<file path="src/inc/psm_pkg.sv">
// Package for the power saving mode controller: register map, control
// field layout, wake masks, wake delay figures and the state encoding.
// Assumes a single 100 MHz master clock and a 32-bit Avalon-MM slave.
package psm_pkg;

    // ------------------------------------------------------------------
    // Register map (byte addresses)
    // ------------------------------------------------------------------
    localparam logic [3:0] PSM_CTRL_OFS   = 4'h0;   // Control register
    localparam logic [3:0] PSM_STATUS_OFS = 4'h4;   // Status register

    // ------------------------------------------------------------------
    // Control field positions and reset value
    // ------------------------------------------------------------------
    localparam int PSM_DIV_LSB   = 0;               // Two-bit divider field
    localparam int PSM_SLOW_BIT  = 2;               // Slow enable
    localparam int PSM_OIE_BIT   = 3;               // Oscillator irq enable
    localparam int PSM_LONG_BIT  = 4;               // Long wake delay option
    localparam int PSM_WDGH_BIT  = 5;               // Watchdog halt option
    localparam logic [5:0] PSM_CTRL_RST = 6'h00;    // All off after reset

    // ------------------------------------------------------------------
    // Interrupt source indices and wake capability
    // ------------------------------------------------------------------
    localparam int PSM_NSRC      = 10;              // Timebase..voltage det.
    localparam int PSM_EXT_LSB   = 1;               // First external line
    localparam int PSM_NEXT      = 4;               // External lines
    // Bit 0 timebase, 1..4 external, 5 sync serial, 6..9 timers, sci, avd
    localparam logic [9:0] PSM_AHALT_WAKE = 10'h03F;
    localparam logic [9:0] PSM_HALT_WAKE  = 10'h03E;

    // ------------------------------------------------------------------
    // Interrupt mask forced on wait and halt entry
    // ------------------------------------------------------------------
    localparam logic [1:0] PSM_MASK_ALL = 2'h2;     // Binary 10

    // ------------------------------------------------------------------
    // Wake delay, in CPU cycles as printed
    // ------------------------------------------------------------------
    localparam int PSM_CLK_MHZ     = 100;           // Master clock rate
    localparam int PSM_DLY_SHORT_C = 256;           // Short delay, cycles
    localparam int PSM_DLY_LONG_C  = 4096;          // Long delay, cycles
    localparam int PSM_CPU_PER_MCLK = 1;            // Oscillator restarts
    localparam logic [12:0] PSM_DLY_SHORT =
        13'(PSM_DLY_SHORT_C * PSM_CPU_PER_MCLK);
    localparam logic [12:0] PSM_DLY_LONG  =
        13'(PSM_DLY_LONG_C * PSM_CPU_PER_MCLK);

    // ------------------------------------------------------------------
    // Types
    // ------------------------------------------------------------------
    typedef struct packed {
        logic       wdg_halt_opt;     // 0: halt with watchdog resets
        logic       long_delay;       // Wake delay select
        logic       osc_irq_enable;   // Halt picks active halt
        logic       slow_enable;      // Slow mode on
        logic [1:0] slow_divider_select;
    } psm_ctrl_t;

    typedef enum logic [2:0] {
        PSM_RUN   = 3'b000,           // CPU running
        PSM_WAIT  = 3'b001,           // CPU stopped, peripherals run
        PSM_AHALT = 3'b010,           // Only oscillator and timebase
        PSM_HALT  = 3'b011,           // Oscillator off
        PSM_STAB  = 3'b100,           // Oscillator settling
        PSM_HREM  = 3'b101            // Halted for rest of guard time
    } psm_state_t;

endpackage

</file>
<file path="src/design/psm_ctrl.sv">
// Power saving mode controller: slow clock divider, wait, active halt and
// halt sequencing, wake source filtering and wake delay.
// Assumes the CPU core pulses the wait and halt instruction inputs for one
// cycle and follows the mask, push and resume pulses it is given.
//
// Functional notes
// - Slow mode: enable bit plus two-bit divider
// - Slow clock is master divided 2/4/8/16
// - Wait during slow mode keeps divided clock
// - Wait stops CPU, peripherals keep running
// - Wait entry forces interrupt mask to 10
// - Wait ends on interrupt or reset, vectoring
// - Push status, load priority before servicing
// - Halt picks active halt when irq enable set
// - Active halt clocks only oscillator and timebase
// - Active halt delay only on reset exit
// - Halt entry forces mask; pending irq wakes
// - Active halt never triggers watchdog reset
// - Full halt switches oscillator off
// - Full halt exit waits delay then vectors
// - Option decides watchdog reset on halt
// - Only listed sources end either halt
// - Timers, sci, voltage detector never end a halt
//
// The Avalon-MM register port and the address map were chosen for this implementation.
`timescale 1ns/1ns
module psm_ctrl
    import psm_pkg::*;
(
    input  wire logic                 clk_i,
    input  wire logic                 srst_i,
    input  wire logic                 ce_i,
    input  wire logic [3:0]           avs_address_i,
    input  wire logic                 avs_read_i,
    input  wire logic                 avs_write_i,
    input  wire logic [31:0]          avs_writedata_i,
    input  wire logic [3:0]           avs_byteenable_i,
    output logic      [31:0]          avs_readdata_o,
    output logic                      avs_waitrequest_o,
    input  wire logic                 wfi_instr_i,
    input  wire logic                 halt_instr_i,
    input  wire logic [psm_pkg::PSM_NSRC-1:0] irq_pend_i,
    input  wire logic [psm_pkg::PSM_NEXT-1:0] ext_irq_pin_i,
    input  wire logic                 reset_pin_i,
    input  wire logic [1:0]           irq_level_i,
    input  wire logic                 watchdog_active_i,
    output logic                      cpu_clk_en_o,
    output logic                      periph_clk_en_o,
    output logic                      osc_enable_o,
    output logic                      timebase_run_o,
    output logic                      mask_force_o,
    output logic      [1:0]           mask_value_o,
    output logic                      svc_push_o,
    output logic      [1:0]           svc_level_o,
    output logic                      resume_o,
    output logic                      resume_is_reset_o,
    output logic                      watchdog_reset_o
);
    // ------------------------------------------------------------------
    // Pin synchronisers
    // ------------------------------------------------------------------
    logic [PSM_NEXT-1:0] ext_s;               // Filtered external lines
    logic                rst_s;               // Filtered reset request

    psm_sync3 #(.W(PSM_NEXT + 1)) u_sync (
        .clk_i  (clk_i),
        .srst_i (srst_i),
        .ce_i   (ce_i),
        .d_i    ({reset_pin_i, ext_irq_pin_i}),
        .q_o    ({rst_s, ext_s})
    );

    // Merge external lines into their source slots
    logic [PSM_NSRC-1:0] pend;
    always_comb begin
        pend = irq_pend_i;
        pend[PSM_EXT_LSB +: PSM_NEXT] = irq_pend_i[PSM_EXT_LSB +: PSM_NEXT]
                                      | ext_s;
    end

    // ------------------------------------------------------------------
    // Avalon-MM slave
    // ------------------------------------------------------------------
    psm_ctrl_t   ctrl_q;                      // Control register
    psm_ctrl_t   ctrl_d;
    logic        ack_q;                       // Second cycle of access
    logic        ack_d;
    logic [31:0] rdata_q;                     // Read data holding
    logic [31:0] rdata_d;
    psm_state_t  st_q;                        // Mode state
    psm_state_t  st_d;
    logic        slow_act_q;                  // Slow in force
    logic        slow_act_d;
    logic [1:0]  div_sel_q;                   // Divider in force
    logic [1:0]  div_sel_d;

    // One wait state: data is prepared, then waitrequest drops
    always_comb begin
        ctrl_d  = ctrl_q;
        ack_d   = 1'b0;
        rdata_d = rdata_q;
        if ((avs_read_i || avs_write_i) && !ack_q) begin
            ack_d   = 1'b1;
            rdata_d = 32'h0000_0000;          // Unmapped reads as zero
            if (avs_read_i) begin
                unique case (avs_address_i)
                    PSM_CTRL_OFS:
                        rdata_d[5:0] = ctrl_q;
                    PSM_STATUS_OFS:
                        rdata_d[5:0] = {slow_act_q, div_sel_q, st_q};
                    default:
                        rdata_d = 32'h0000_0000;
                endcase
            end
        end
        // Write lands at the edge where waitrequest is low
        if (avs_write_i && ack_q && avs_byteenable_i[0] &&
            avs_address_i == PSM_CTRL_OFS) begin
            ctrl_d = avs_writedata_i[5:0];
        end
    end

    always_ff @(posedge clk_i) begin
        if (srst_i) begin
            ctrl_q  <= PSM_CTRL_RST;
            ack_q   <= 1'b0;
            rdata_q <= 32'h0000_0000;
        end else if (ce_i) begin
            ctrl_q  <= ctrl_d;
            ack_q   <= ack_d;
            rdata_q <= rdata_d;
        end
    end

    assign avs_waitrequest_o = (avs_read_i || avs_write_i) && !ack_q;
    assign avs_readdata_o    = rdata_q;

    // ------------------------------------------------------------------
    // Slow clock divider
    // ------------------------------------------------------------------
    logic [3:0] div_cnt_q;                    // Counts down to a tick
    logic [3:0] div_cnt_d;
    logic       tick;                         // One CPU cycle enable

    // Settings are sampled only at a tick so no period is ever cut short
    always_comb begin
        tick       = !slow_act_q || (div_cnt_q == 4'h0);
        div_cnt_d  = div_cnt_q;
        slow_act_d = slow_act_q;
        div_sel_d  = div_sel_q;
        if (osc_enable_o) begin
            if (tick) begin
                slow_act_d = ctrl_q.slow_enable;
                div_sel_d  = ctrl_q.slow_divider_select;
                // Reload of 1,3,7,15 gives divide by 2,4,8,16
                div_cnt_d  = ctrl_q.slow_enable ?
                    4'((5'h02 << ctrl_q.slow_divider_select) - 5'h01) :
                    4'h0;
            end else begin
                div_cnt_d = div_cnt_q - 4'h1;
            end
        end
    end

    always_ff @(posedge clk_i) begin
        if (srst_i) begin
            div_cnt_q  <= 4'h0;
            slow_act_q <= 1'b0;
            div_sel_q  <= 2'h0;
        end else if (ce_i) begin
            div_cnt_q  <= div_cnt_d;
            slow_act_q <= slow_act_d;
            div_sel_q  <= div_sel_d;
        end
    end

    // ------------------------------------------------------------------
    // Mode sequencer
    // ------------------------------------------------------------------
    logic [12:0] cnt_q;                       // Oscillator settling count
    logic [12:0] cnt_d;
    logic [12:0] grd_q;                       // Guard after irq exit
    logic [12:0] grd_d;
    logic        rst_wake_q;                  // Settling caused by reset
    logic        rst_wake_d;
    logic        mforce_q, mforce_d;          // Mask force pulse
    logic        push_q, push_d;              // Status push pulse
    logic [1:0]  lvl_q, lvl_d;                // Service priority
    logic        res_q, res_d;                // Resume pulse
    logic        resr_q, resr_d;              // Resume by reset
    logic        wdr_q, wdr_d;                // Watchdog reset pulse
    logic [12:0] dly;                         // Selected wake delay

    always_comb begin
        dly        = ctrl_q.long_delay ? PSM_DLY_LONG : PSM_DLY_SHORT;
        st_d       = st_q;
        cnt_d      = cnt_q;
        grd_d      = (grd_q != 13'h0) ? grd_q - 13'h1 : grd_q;
        rst_wake_d = rst_wake_q;
        mforce_d   = 1'b0;
        push_d     = 1'b0;
        lvl_d      = lvl_q;
        res_d      = 1'b0;
        resr_d     = 1'b0;
        wdr_d      = 1'b0;
        unique case (st_q)
            PSM_RUN: begin
                if (rst_s) begin
                    res_d  = 1'b1;
                    resr_d = 1'b1;
                end else if (grd_q != 13'h0 && !ctrl_q.osc_irq_enable) begin
                    st_d = PSM_HREM;
                end else if (halt_instr_i) begin
                    if (ctrl_q.osc_irq_enable) begin
                        st_d     = PSM_AHALT;
                        mforce_d = 1'b1;
                    end else if (watchdog_active_i &&
                                 !ctrl_q.wdg_halt_opt) begin
                        wdr_d = 1'b1;
                    end else begin
                        st_d     = PSM_HALT;
                        mforce_d = 1'b1;
                    end
                end else if (wfi_instr_i) begin
                    st_d     = PSM_WAIT;
                    mforce_d = 1'b1;
                end
            end
            PSM_WAIT: begin
                // Any source or reset ends wait
                if (rst_s) begin
                    st_d   = PSM_RUN;
                    res_d  = 1'b1;
                    resr_d = 1'b1;
                end else if (|pend) begin
                    st_d   = PSM_RUN;
                    res_d  = 1'b1;
                    push_d = 1'b1;
                    lvl_d  = irq_level_i;
                end
            end
            PSM_AHALT: begin
                if (rst_s) begin
                    st_d       = PSM_STAB;
                    cnt_d      = dly;
                    rst_wake_d = 1'b1;
                end else if (|(pend & PSM_AHALT_WAKE)) begin
                    st_d   = PSM_RUN;
                    res_d  = 1'b1;
                    push_d = 1'b1;
                    lvl_d  = irq_level_i;
                    grd_d  = dly;
                end
            end
            PSM_HALT: begin
                if (rst_s || |(pend & PSM_HALT_WAKE)) begin
                    st_d       = PSM_STAB;
                    cnt_d      = dly;
                    rst_wake_d = rst_s;
                end
            end
            PSM_STAB: begin
                // Oscillator on, counting out the settling time
                if (cnt_q <= 13'h1) begin
                    st_d   = PSM_RUN;
                    res_d  = 1'b1;
                    resr_d = rst_wake_q;
                    push_d = !rst_wake_q;
                    lvl_d  = irq_level_i;
                    cnt_d  = 13'h0;
                end else begin
                    cnt_d = cnt_q - 13'h1;
                end
            end
            PSM_HREM: begin
                // Oscillator off for the rest of the guard period
                if (grd_q <= 13'h1) begin
                    st_d = PSM_RUN;
                end
            end
            default: begin
                st_d = PSM_RUN;
            end
        endcase
    end

    always_ff @(posedge clk_i) begin
        if (srst_i) begin
            st_q       <= PSM_RUN;
            cnt_q      <= 13'h0;
            grd_q      <= 13'h0;
            rst_wake_q <= 1'b0;
            mforce_q   <= 1'b0;
            push_q     <= 1'b0;
            lvl_q      <= 2'h0;
            res_q      <= 1'b0;
            resr_q     <= 1'b0;
            wdr_q      <= 1'b0;
        end else if (ce_i) begin
            st_q       <= st_d;
            cnt_q      <= cnt_d;
            grd_q      <= grd_d;
            rst_wake_q <= rst_wake_d;
            mforce_q   <= mforce_d;
            push_q     <= push_d;
            lvl_q      <= lvl_d;
            res_q      <= res_d;
            resr_q     <= resr_d;
            wdr_q      <= wdr_d;
        end
    end

    // ------------------------------------------------------------------
    // Clock gating and pulse outputs
    // ------------------------------------------------------------------
    // Oscillator off in full halt and in the guard tail after an active halt irq exit once the irq enable is cleared
    assign osc_enable_o    = !(st_q == PSM_HALT || st_q == PSM_HREM);
    assign timebase_run_o  = osc_enable_o;
    assign cpu_clk_en_o    = ce_i && tick && st_q == PSM_RUN;
    assign periph_clk_en_o = ce_i && tick &&
                             (st_q == PSM_RUN || st_q == PSM_WAIT);
    assign mask_force_o     = mforce_q;
    assign mask_value_o     = PSM_MASK_ALL;
    assign svc_push_o       = push_q;
    assign svc_level_o      = lvl_q;
    assign resume_o         = res_q;
    assign resume_is_reset_o = resr_q;
    assign watchdog_reset_o = wdr_q;
endmodule

</file>
<file path="src/design/psm_sync3.sv">
// Three-stage input synchroniser for pins, one lane per bit.
// Assumes inputs are asynchronous to clk_i; output follows a change once
// stages two and three agree.
`timescale 1ns/1ns
module psm_sync3 #(
    parameter int W = 1                       // Lane count
) (
    input  wire logic         clk_i,
    input  wire logic         srst_i,
    input  wire logic         ce_i,
    input  wire logic [W-1:0] d_i,
    output logic      [W-1:0] q_o
);
    // ------------------------------------------------------------------
    // Per-lane chain
    // ------------------------------------------------------------------
    for (genvar g = 0; g < W; g++) begin : g_lane
        logic [2:0] s_q;                      // Stage 0 read only by stage 1
        logic [2:0] s_d;
        logic       o_q;                      // Filtered level
        logic       o_d;

        // Next values; first stage only feeds the second
        always_comb begin
            s_d = {s_q[1:0], d_i[g]};
            o_d = (s_q[1] == s_q[2]) ? s_q[2] : o_q;
        end

        // Registers freeze with the clock enable
        always_ff @(posedge clk_i) begin
            if (srst_i) begin
                s_q <= 3'h0;
                o_q <= 1'b0;
            end else if (ce_i) begin
                s_q <= s_d;
                o_q <= o_d;
            end
        end

        assign q_o[g] = o_q;
    end
endmodule

</file>
<file path="config.mk">
export PLATFORM = sky130hd
export DESIGN_NAME = psm_ctrl
export DESIGN_NICKNAME = d
export VERILOG_FILES = /design/src/inc/psm_pkg.sv /design/src/design/psm_ctrl.sv /design/src/design/psm_sync3.sv
export SDC_FILE = /design/constraint.sdc
export NUM_CORES = 1
export LEC_CHECK = 0
export BUFFER_PORTS_ARGS = -buffer_cell sky130_fd_sc_hd__buf_4
export CAP_MARGIN = 40
export CORE_MARGIN = 2
export CORE_UTILIZATION = 48
export CTS_BUF_LIST = sky130_fd_sc_hd__clkbuf_8 sky130_fd_sc_hd__clkbuf_16
export DETAILED_ROUTE_END_ITERATION = 10
export PLACE_DENSITY = 0.77
export SLEW_MARGIN = 10
export SYNTH_ARGS = -nofsm -noshare
export SYNTH_HDL_FRONTEND = slang
export SYNTH_SLANG_ARGS = --single-unit
</file>
<file path="constraint.sdc">
create_clock -name clk_i -period 1.9 [get_ports clk_i]
set_input_delay 0.38 -clock clk_i [delete_from_list [all_inputs] [get_ports clk_i]]
set_output_delay 0.38 -clock clk_i [all_outputs]
set_load 0.005 [all_outputs]
</file>
After elaboration in Yosys (flattened, before gate mapping). Cells that the tools add are included. W data, S select, Z words.

Add/sub/neg operators: 4. Multipliers: 0. Div/mod/pow operators: 0. Magnitude comparators: 2. Equality and inequality tests: 24. Shifts and indexed selects: 1. Mux-type cells: 62. Bitwise operators: 2. Reductions and logical operators: 44.

Operators with widths (count): $mux W13 (8); $mux W3 (13); $pmux W13 S3 (1); $le A13 B1 Y1 const B (2); $sub A13 B1 Y13 const B (2); $mux W1 (25); $pmux W3 S6 (1); $ne A2 B2 Y1 const B (8); $reduce_and A2 Y1 (8); $reduce_bool A13 Y1 (1); $pmux W6 S2 (1); $mux W2 (5); $reduce_or A10 Y1 (1); $logic_and A1 B1 Y1 (9); $reduce_and A9 Y1 (1); $logic_not A4 Y1 (2); $mux W4 (2); $reduce_and A4 Y1 (2); $sub A4 B1 Y4 const B (2); $reduce_and A7 Y1 (1); $eq A3 B2 Y1 const B (2); $eq A3 B3 Y1 const B (2); $logic_not A1 Y1 (6); $mux W6 (1); other kinds (22) (33).

Flip-flop bits (word level): 103. Latch bits: 0. RAM bits: 0. Bits in read-only memories: 0. Output and inout bits: 46. Logic and storage cells: 169. Memories kept: 0.

Longest topological paths before layout. Gate-level depths: netlist of run 1.

Depth after elaboration: 8. Depth in mapped cells: 8.

Hierarchy. Synthesis of run 1 repeated with hierarchy kept, for this count alone.

Cell total of the unflattened synthesis: 487. Area total of the unflattened synthesis: 4220.3 um^2.

Modules (own cells, without submodules): psm_ctrl (times used 1, cells each 402, area each 3325.7 um^2, sequential area each 1141.1 um^2); psm_sync3 (times used 1, cells each 85, area each 894.6 um^2, sequential area each 400.4 um^2).

Least setup slack after synthesis of run 1. OpenSTA, ideal clock, no wires.

Kind: reg-to-reg. Start point: reg cnt_q[0]. End point: reg cnt_q[6]. Setup time: 0.070 ns. Arrival: 1.972 ns. Setup slack: -0.142 ns. Cell stages (with the launch flop): 8. Path buffers: 1. Period minus slack after synthesis: 2.042 ns. Cells stage by stage: dfxtp_1 inv_1 ha_1 or3b_2 buf_2 or3_2 or3_1 a21oi_1.

Cells in the longest elaborated chain, start to end: 3. Elaborated cells on any way between the ends: 4.

RTL lines: start, declared (RTL line psm_ctrl.sv:180) `logic [12:0] cnt_q;`; start signal, assigned (RTL line psm_ctrl.sv:301) `cnt_q <= cnt_d;`; $sub A13 B1 Y13 / $le A13 B1 Y1 (equally long branches) (RTL line psm_ctrl.sv:272, psm_ctrl.sv:264); $mux W13 * (RTL line psm_ctrl.sv:264) `if (cnt_q <= 13'h1) begin`; $pmux W13 S3 * (RTL line psm_ctrl.sv:206) `unique case (st_q)`.

Mark *: on every way between the ends. The rest lies on a longest branch, timed or not. A chain may end at the register's enable or synchronous reset.

Worst setup path in the final report of run 1.
Start point: reg cnt_q[4]. End point: reg cnt_q[10].

The elaborated chain is that of the path after synthesis.

==> summary.md, run 1 <==
| Metric | Value |
|---|---|
| Gp weighted congestion | `0.8824` |
| H-tree levels | `3` |
| Clock sinks | `between 70 and 80` |
| Distinct cells, synth | `65` |
| CTS tree | `yes` |
| Worst EP arrival | `2.22 ns` |
| Pre-CTS worst setup slack | `-0.1650 ns` |
| Cell accounting for the most synthesized area | `dfxtp_1` |
| Crit path max-delay family | `simple AND/OR/NAND/NOR gates` |
| Initial core utilization | `between 40% and 50%` |
| IO Pins | `between 100 and 150` |
| Status | `complete, but fails checks` |
| P_leak | `between 2 and 2.5 nW` |
| Final instance area | `5406 µm²` |
| Worst Hold Class | `in -> reg` |
| Most frequent cells after synthesis | `dfxtp_1 (77), nor2_1 (68), buf_4 (30)` |
| NumNets Final | `657` |
| Die Width | `approximately 97 µm` |
| Clk slew on worst S/H paths | `about 0.090 ns` |
| Placed instance count | `approximately 670` |
| Die extent in y | `between 90 and 100 µm` |
| Origin of the worst setup path | `cnt_q[4]` |
| Grt ovf | `0` |
| Slowest CP cell | `or4_4` |
| Violated checks | `setup timing` |
| Global-route wire length before repair | `about 16000 µm` |
| Critical-path cell list | `or4_4 > or2_4 > nor2_4 > or4b_4 > a21oi_2` |
| Worst Path Buf+Inv | `0` |
| Final core utilization | `between 60% and 70%` |
| Pwr dens | `roughly 1300 nW/µm²` |
| Pre-antenna DRT Iters | `4` |
| Syn Area/Cell | `about 8.5 µm²` |
| Cts bufs inserted | `9` |
| Initial antenna violation count | `0` |
| PortBufs | `53` |
| Mapped Cells | `481` |
| Startpoint Class | `register` |
| Crit Path Max Fanout | `4` |
| Die area | `a little over 9000 µm²` |
| P&R area growth vs syn | `31.54%` |
| Startpoint of the worst hold path | `ext_irq_pin_i[2]` |
| Fin cells | `697` |
| Netlist Area Pre-Place | `around 4100 µm²` |
| Area of the multi-input gates | `2535 µm²` |
| Worst vdd ir | `between 0.0004 and 0.0005 V` |
| DRC | `0` |
| Worst hold slack | `about 0.25 ns` |
| Post-DP HPWL | `6896 µm` |
| Worst skew pair latency | `between 0.3 and 0.4 ns` |
| Reg2reg start | `cnt_q[4]` |
| Max_cap viols | `0` |
| RSZ-0062 raised after global routing | `true` |
| Reg area | `roughly 1600 µm²` |
| Final wirelength | `10060 µm` |
| Std cell rows | `33` |
| Most instantiated library cell after synthesis | `dfxtp_1` |
| Dpl cell area | `~4800 µm²` |
| Req. time, crit path | `approximately 2.2 ns` |
| DR vias | `around 3800` |
| Vias per cell | `approximately 5.5` |
| CTS Buffer Depth | `2` |
| Hold Fails Final Rpt | `0` |
| Post-synth EDFFs | `0` |
| Clock Tree Root | `clkbuf_8` |
| GRT Util Overall | `a little over a fifth` |
| Largest net degree at the start of global routing | `26` |
| Remaining antenna violation count | `0` |
| Worst setup EP type | `register` |
| Tmin final | `roughly 1.9 ns` |
| Synth Flop Type | `dfxtp_1` |
| CP peak stage delay | `about 0.57 ns` |
| Synth top area cells | `dfxtp_1 (38%), mux2i_1 (6.8%), nor2_1 (6.2%)` |
| Number of synthesized register bits | `77` |
| Yosys warns | `0` |
| Peak Freq | `517.4 MHz` |
| Area fraction of the dominant cell type after synthesis | `between 30 and 40%` |
| Setup Viol. Count Final | `3` |
| Sequential cell area fraction in the yosys report | `between 30% and 40%` |
| Slew Limit Fails | `0` |
| Diode count | `0` |
| Iteration-0 DRC Markers | `approximately 140` |
| Clock skew | `between 0.01 and 0.015 ns` |
| Ys async rst share | `0%` |
| Share of cells above drive strength 1 | `a little over a third` |
| Number of global-route vias before repair | `around 3500` |
| Wire per inst | `around 14 µm` |
| Number of fill cells in the layout | `about 640` |
| Core Box Area | `8258 µm²` |
| Final period util | `101.7%` |
| Hold_buf cts | `0` |
| Critical path class | `reg -> reg` |
| Final setup margin | `-0.03291 ns` |
[repair_timing]
action	CTS	global route
resized for setup	29	38
buffers inserted	9	5
pin swaps	15	23
setup endpoints to repair	26	34
[cell families (layout without fill, tap and decap cells)]
logic type	Yosys count	in the layout	share of synthesized area, %
AOI/OAI and AO/OA	98	98	15.65
xor gates and xnor gates	11	11	2.344
adders and majority gates	5	5	1.522
buffers and inverters	67	152	9.315
DFF	77	77	37.50
muxes	34	34	8.463
other	2	28	0.1827
and+or+nand+nor	187	187	25.02
[routing by layer]
metal  vias to the layer above  track usage (%)  wire length, µm  part of all wire, %
met5                         -                0                0                    0
met4                         0            7.746              193                  1.9
met3                        21            3.801              541                  5.4
met2                       121            36.34             5051                   50
met1                      1822            26.37             4271                   42
li1                       1871                -                -                    -
[cells in the final DEF (no fill, tap or decap), types with 4 or more instances in the layout]
cell type and instances:
or4_1 4, o31ai_1 5, conb_1 28, nand2b_1 11, inv_2 6, nand3b_1 4, nor3_1 7, a21o_1 9
dfxtp_2 8, a211oi_1 7, a21oi_1 25, nand3_1 6, xor2_1 7, inv_1 6, or3_1 11, dfxtp_1 66
nor4_4 4, buf_4 119, clkbuf_8 9, mux2_2 6, xnor2_1 4, o21ai_0 15, a22oi_1 7, nor2_1 66
nand2_1 22, nand4_1 7, nor4_1 4, mux2i_1 28
[flip-flops by register name, summed over array words and instances (netlist names)]
signal / cells
mask_force_o: 1
st_q: 3
slow_act_q: 1
svc_push_o: 1
ack_q: 1
resume_is_reset_o: 1
grd_q: 13
ctrl_q: 6
watchdog_reset_o: 1
u_sync.g_lane.s_q: 15
u_sync.g_lane.o_q: 5
div_sel_q: 2
svc_level_o: 2
cnt_q: 13
div_cnt_q: 4
rst_wake_q: 1
avs_readdata_o: 6
resume_o: 1
[worst paths after layout]
path	slack, ns	cells past startpoint	endpoint
setup / recovery	-0.03	5	cnt_q[10]
hold / removal	0.25	3	u_sync.g_lane[2].s_q[0]
setup reg to reg	-0.03	5	cnt_q[10]
hold reg to reg	0.47	2	u_sync.g_lane[3].o_q
[tightest hold or removal path: stages]
cell and delay (ns):
buf_4 0.07, mux2i_1 0.05, nor2_1 0.07
[area by class of cell]
type                       count  area share, %
clock buffer                   9          2.291
clock inverter                 7          1.065
inverter                      13         0.9026
multi-input combinational    363          46.89
sequential                    77          28.91
tap                          105          2.430
timing repair buffer         123          17.52
[per-stage QoR]
stage	setup TNS [ns]	power (mW)
2_1_floorplan	-0.01820	4.023
3_3_place_gp	-1.132	4.917
3_5_place_dp	-1.894	5.007
4_1_cts	-0.06910	6.438
5_1_grt	-0.7534	7.233
6_report	-0.04201	6.804
[power by group]
part | switching, mW | total, mW | internal (mW)
clock | 0.683 | 1.18 | 0.495
combinational | 1.68 | 3.52 | 1.84
sequential | 0.244 | 2.11 | 1.86
total | 2.60 | 6.80 | 4.20
Power figures use the tool's default switching activity.
==> run 2: changes to the inputs <==
PLACE_DENSITY = 0.88   (was 0.77)
==> summary.md, run 2 (synthesized netlist as in run 1, its figures left out) <==
| Metric | Value |
|---|---|
| Status | `complete, but fails checks (unchanged)` |
| Violated checks | `setup timing (unchanged)` |
| Slew Limit Fails | `0 (unchanged)` |
| Worst EP arrival | `1.60 ns (was 2.22 ns)` |
| Final instance area | `5429 µm² (was 5406 µm²)` |
| Cts bufs inserted | `9 (unchanged)` |
| Die Width | `96.54 µm (unchanged)` |
| Number of global-route vias before repair | `3679 (was 3460)` |
| Cells on worst reg2reg path | `6 (was 5)` |
| Worst setup EP type | `output pin (was register)` |
| H-tree levels | `3 (unchanged)` |
| Pwr dens | `1328 nW/µm² (was 1259 nW/µm²)` |
| Pre-CTS worst setup slack | `-0.1448 ns (was -0.1650 ns)` |
| Diode count | `0 (unchanged)` |
| CTS tree | `yes (unchanged)` |
| Startpoint Class | `register (unchanged)` |
| IO Pins | `111 (unchanged)` |
| Worst skew pair latency | `0.38 ns (was 0.36 ns)` |
| Vias per cell | `5.895 (was 5.502)` |
| Hold_buf cts | `0 (unchanged)` |
| Metal2 WL | `5921 µm (was 5051 µm)` |
| Worst Hold Class | `in -> reg (unchanged)` |
| Hold Fails Final Rpt | `0 (unchanged)` |
| Clk slew on worst S/H paths | `0.10 ns (was 0.09 ns)` |
| Number of flip-flops under the largest register name | `15 (unchanged)` |
| Req. time, crit path | `1.52 ns (was 2.19 ns)` |
| Reg-to-reg slack, setup | `-0.04 ns (was -0.03 ns)` |
| Startpoint of the worst hold path | `avs_writedata_i[0] (was ext_irq_pin_i[2])` |
| Pre-antenna DRT Iters | `5 (was 4)` |
| Highest Signal Layer | `met4 (unchanged)` |
| Largest reg by FF count | `u_sync.g_lane.s_q (unchanged)` |
| Most frequent cells in the layout | `buf_4 (106), nor2_1 (67), dfxtp_1 (67) (was buf_4 (119), nor2_1 (66), dfxtp_1 (66))` |
| WL met3 | `917 µm (was 541 µm)` |
| Remaining antenna violation count | `0 (unchanged)` |
| Tot Pwr | `7.208 mW (was 6.804 mW)` |
| Grt ovf | `0 (unchanged)` |
| Iteration-0 DRC Markers | `301 (was 139)` |
| WL met1 | `4409 µm (was 4271 µm)` |
| Initial antenna violation count | `0 (unchanged)` |
| Critical R2R Capture | `st_q[1] (was cnt_q[10])` |
| Clock Tree Root | `clkbuf_8 (unchanged)` |
| Most common cell after layout, fill and taps aside | `buf_4 (unchanged)` |
| Share of cells above drive strength 1 | `36.19% (was 36.32%)` |
| Initial core utilization | `49.77% (unchanged)` |
| Die area | `9319 µm² (unchanged)` |
| GRT Util Overall | `22.52% (was 21.11%)` |
| RSZ-0062 raised after global routing | `true (unchanged)` |
| Critical path class | `reg -> out (was reg -> reg)` |
| Dpl cell area | `4786 µm² (was 4848 µm²)` |
| CTS Buffer Depth | `2 (unchanged)` |
| Number of fill cells in the layout | `618 (was 641)` |
| Global-route wire length before repair | `16630 µm (was 15550 µm)` |
| Setup Viol. Count Final | `10 (was 3)` |
| Crit Path Max Fanout | `3 (was 4)` |
| DR vias | `4056 (was 3835)` |
| Largest regs | `u_sync.g_lane.s_q x15, cnt_q x13, grd_q x13 (unchanged)` |
| Origin of the worst setup path | `div_cnt_q[1] (was cnt_q[4])` |
| Reg2reg start | `cnt_q[3] (was cnt_q[4])` |
| P&R area growth vs syn | `32.09% (was 31.54%)` |
| Final wirelength | `11710 µm (was 10060 µm)` |
| Clock sinks | `77 (unchanged)` |
| Largest net degree at the start of global routing | `37 (was 26)` |
| Tmin final | `1.984 ns (was 1.933 ns)` |
| Post-DP HPWL | `6947 µm (was 6896 µm)` |
| P_leak | `2.325 nW (was 2.352 nW)` |
| Peak Freq | `504.0 MHz (was 517.4 MHz)` |
| DRC | `0 (unchanged)` |
| Worst vdd ir | `0.0005622 V (was 0.0004715 V)` |
| NumNets Final | `648 (was 657)` |
| Max_cap viols | `0 (unchanged)` |
| Final setup margin | `-0.08413 ns (was -0.03291 ns)` |
| Worst Hold Depth | `3 (unchanged)` |
| Std cell rows | `33 (unchanged)` |
| Die extent in y | `96.54 µm (unchanged)` |
| Gp weighted congestion | `0.8095 (was 0.8824)` |
| Hold path endpoint | `ctrl_q[0] (was u_sync.g_lane[2].s_q[0])` |
| PortBufs | `53 (unchanged)` |
| Wire per inst | `17.02 µm (was 14.43 µm)` |
| Clock skew | `0.02053 ns (was 0.01186 ns)` |
| Final period util | `104.4% (was 101.7%)` |
| Core Box Area | `8258 µm² (unchanged)` |
run 2: repair_timing:
item / in CTS / in global routing
setup endpoints to repair: 16 / 35
cloned: 1 / 1
buffers inserted: 2 / 11
gates resized for setup: 28 / 53
pin swaps: 12 / 20
run 2: layout make-up:
class,instances,area [µm²],share of cell area (%)
sequential,77,1562,28.76
clock inverter,7,75.07,1.383
timing repair buffer,114,899.6,16.57
multi-input combinational,363,2589,47.68
tap,105,131.4,2.420
inverter,13,48.80,0.8988
clock buffer,9,123.9,2.282
run 2: worst max path at each step:
stage                      to  cells past startpoint
2_1_floorplan        cnt_q[6]                      7
3_3_place_gp          st_q[0]                      7
3_5_place_dp   svc_level_o[1]                      5
4_1_cts          cpu_clk_en_o                      6
5_1_grt        svc_level_o[1]                      6
6_report         cpu_clk_en_o                      6
run 2: per-stage QoR:
stage	cells	hold WS (ns)	setup TNS, ns	util [%]
2_1_floorplan	507	0.4439	-0.01820	-
3_3_place_gp	657	0.4526	-0.4626	57.95
3_5_place_dp	657	0.4554	-1.322	57.95
4_1_cts	676	0.2417	-0.07102	61.91
5_1_grt	688	0.2419	-1.712	65.74
6_report	688	0.2354	-0.2704	65.74
run 2: critical path, cell delays in order (launching register included):
cell	delay, ns
dfxtp_2	0.35
inv_2	0.09
ha_4	0.16
nand2b_4	0.06
o21a_4	0.22
nor4_4	0.20
buf_4	0.15
run 2: layer usage:
metal / track usage [%] / vias up
met5: 0 / -
met4: 9.977 / 0
met3: 5.586 / 57
met2: 38.83 / 232
met1: 26.42 / 1915
li1: - / 1852
run 2: report_power, final:
part	internal [mW]	switching, mW
logic	1.93	1.87
registers	1.86	0.262
clock network	0.611	0.681
total	4.40	2.81
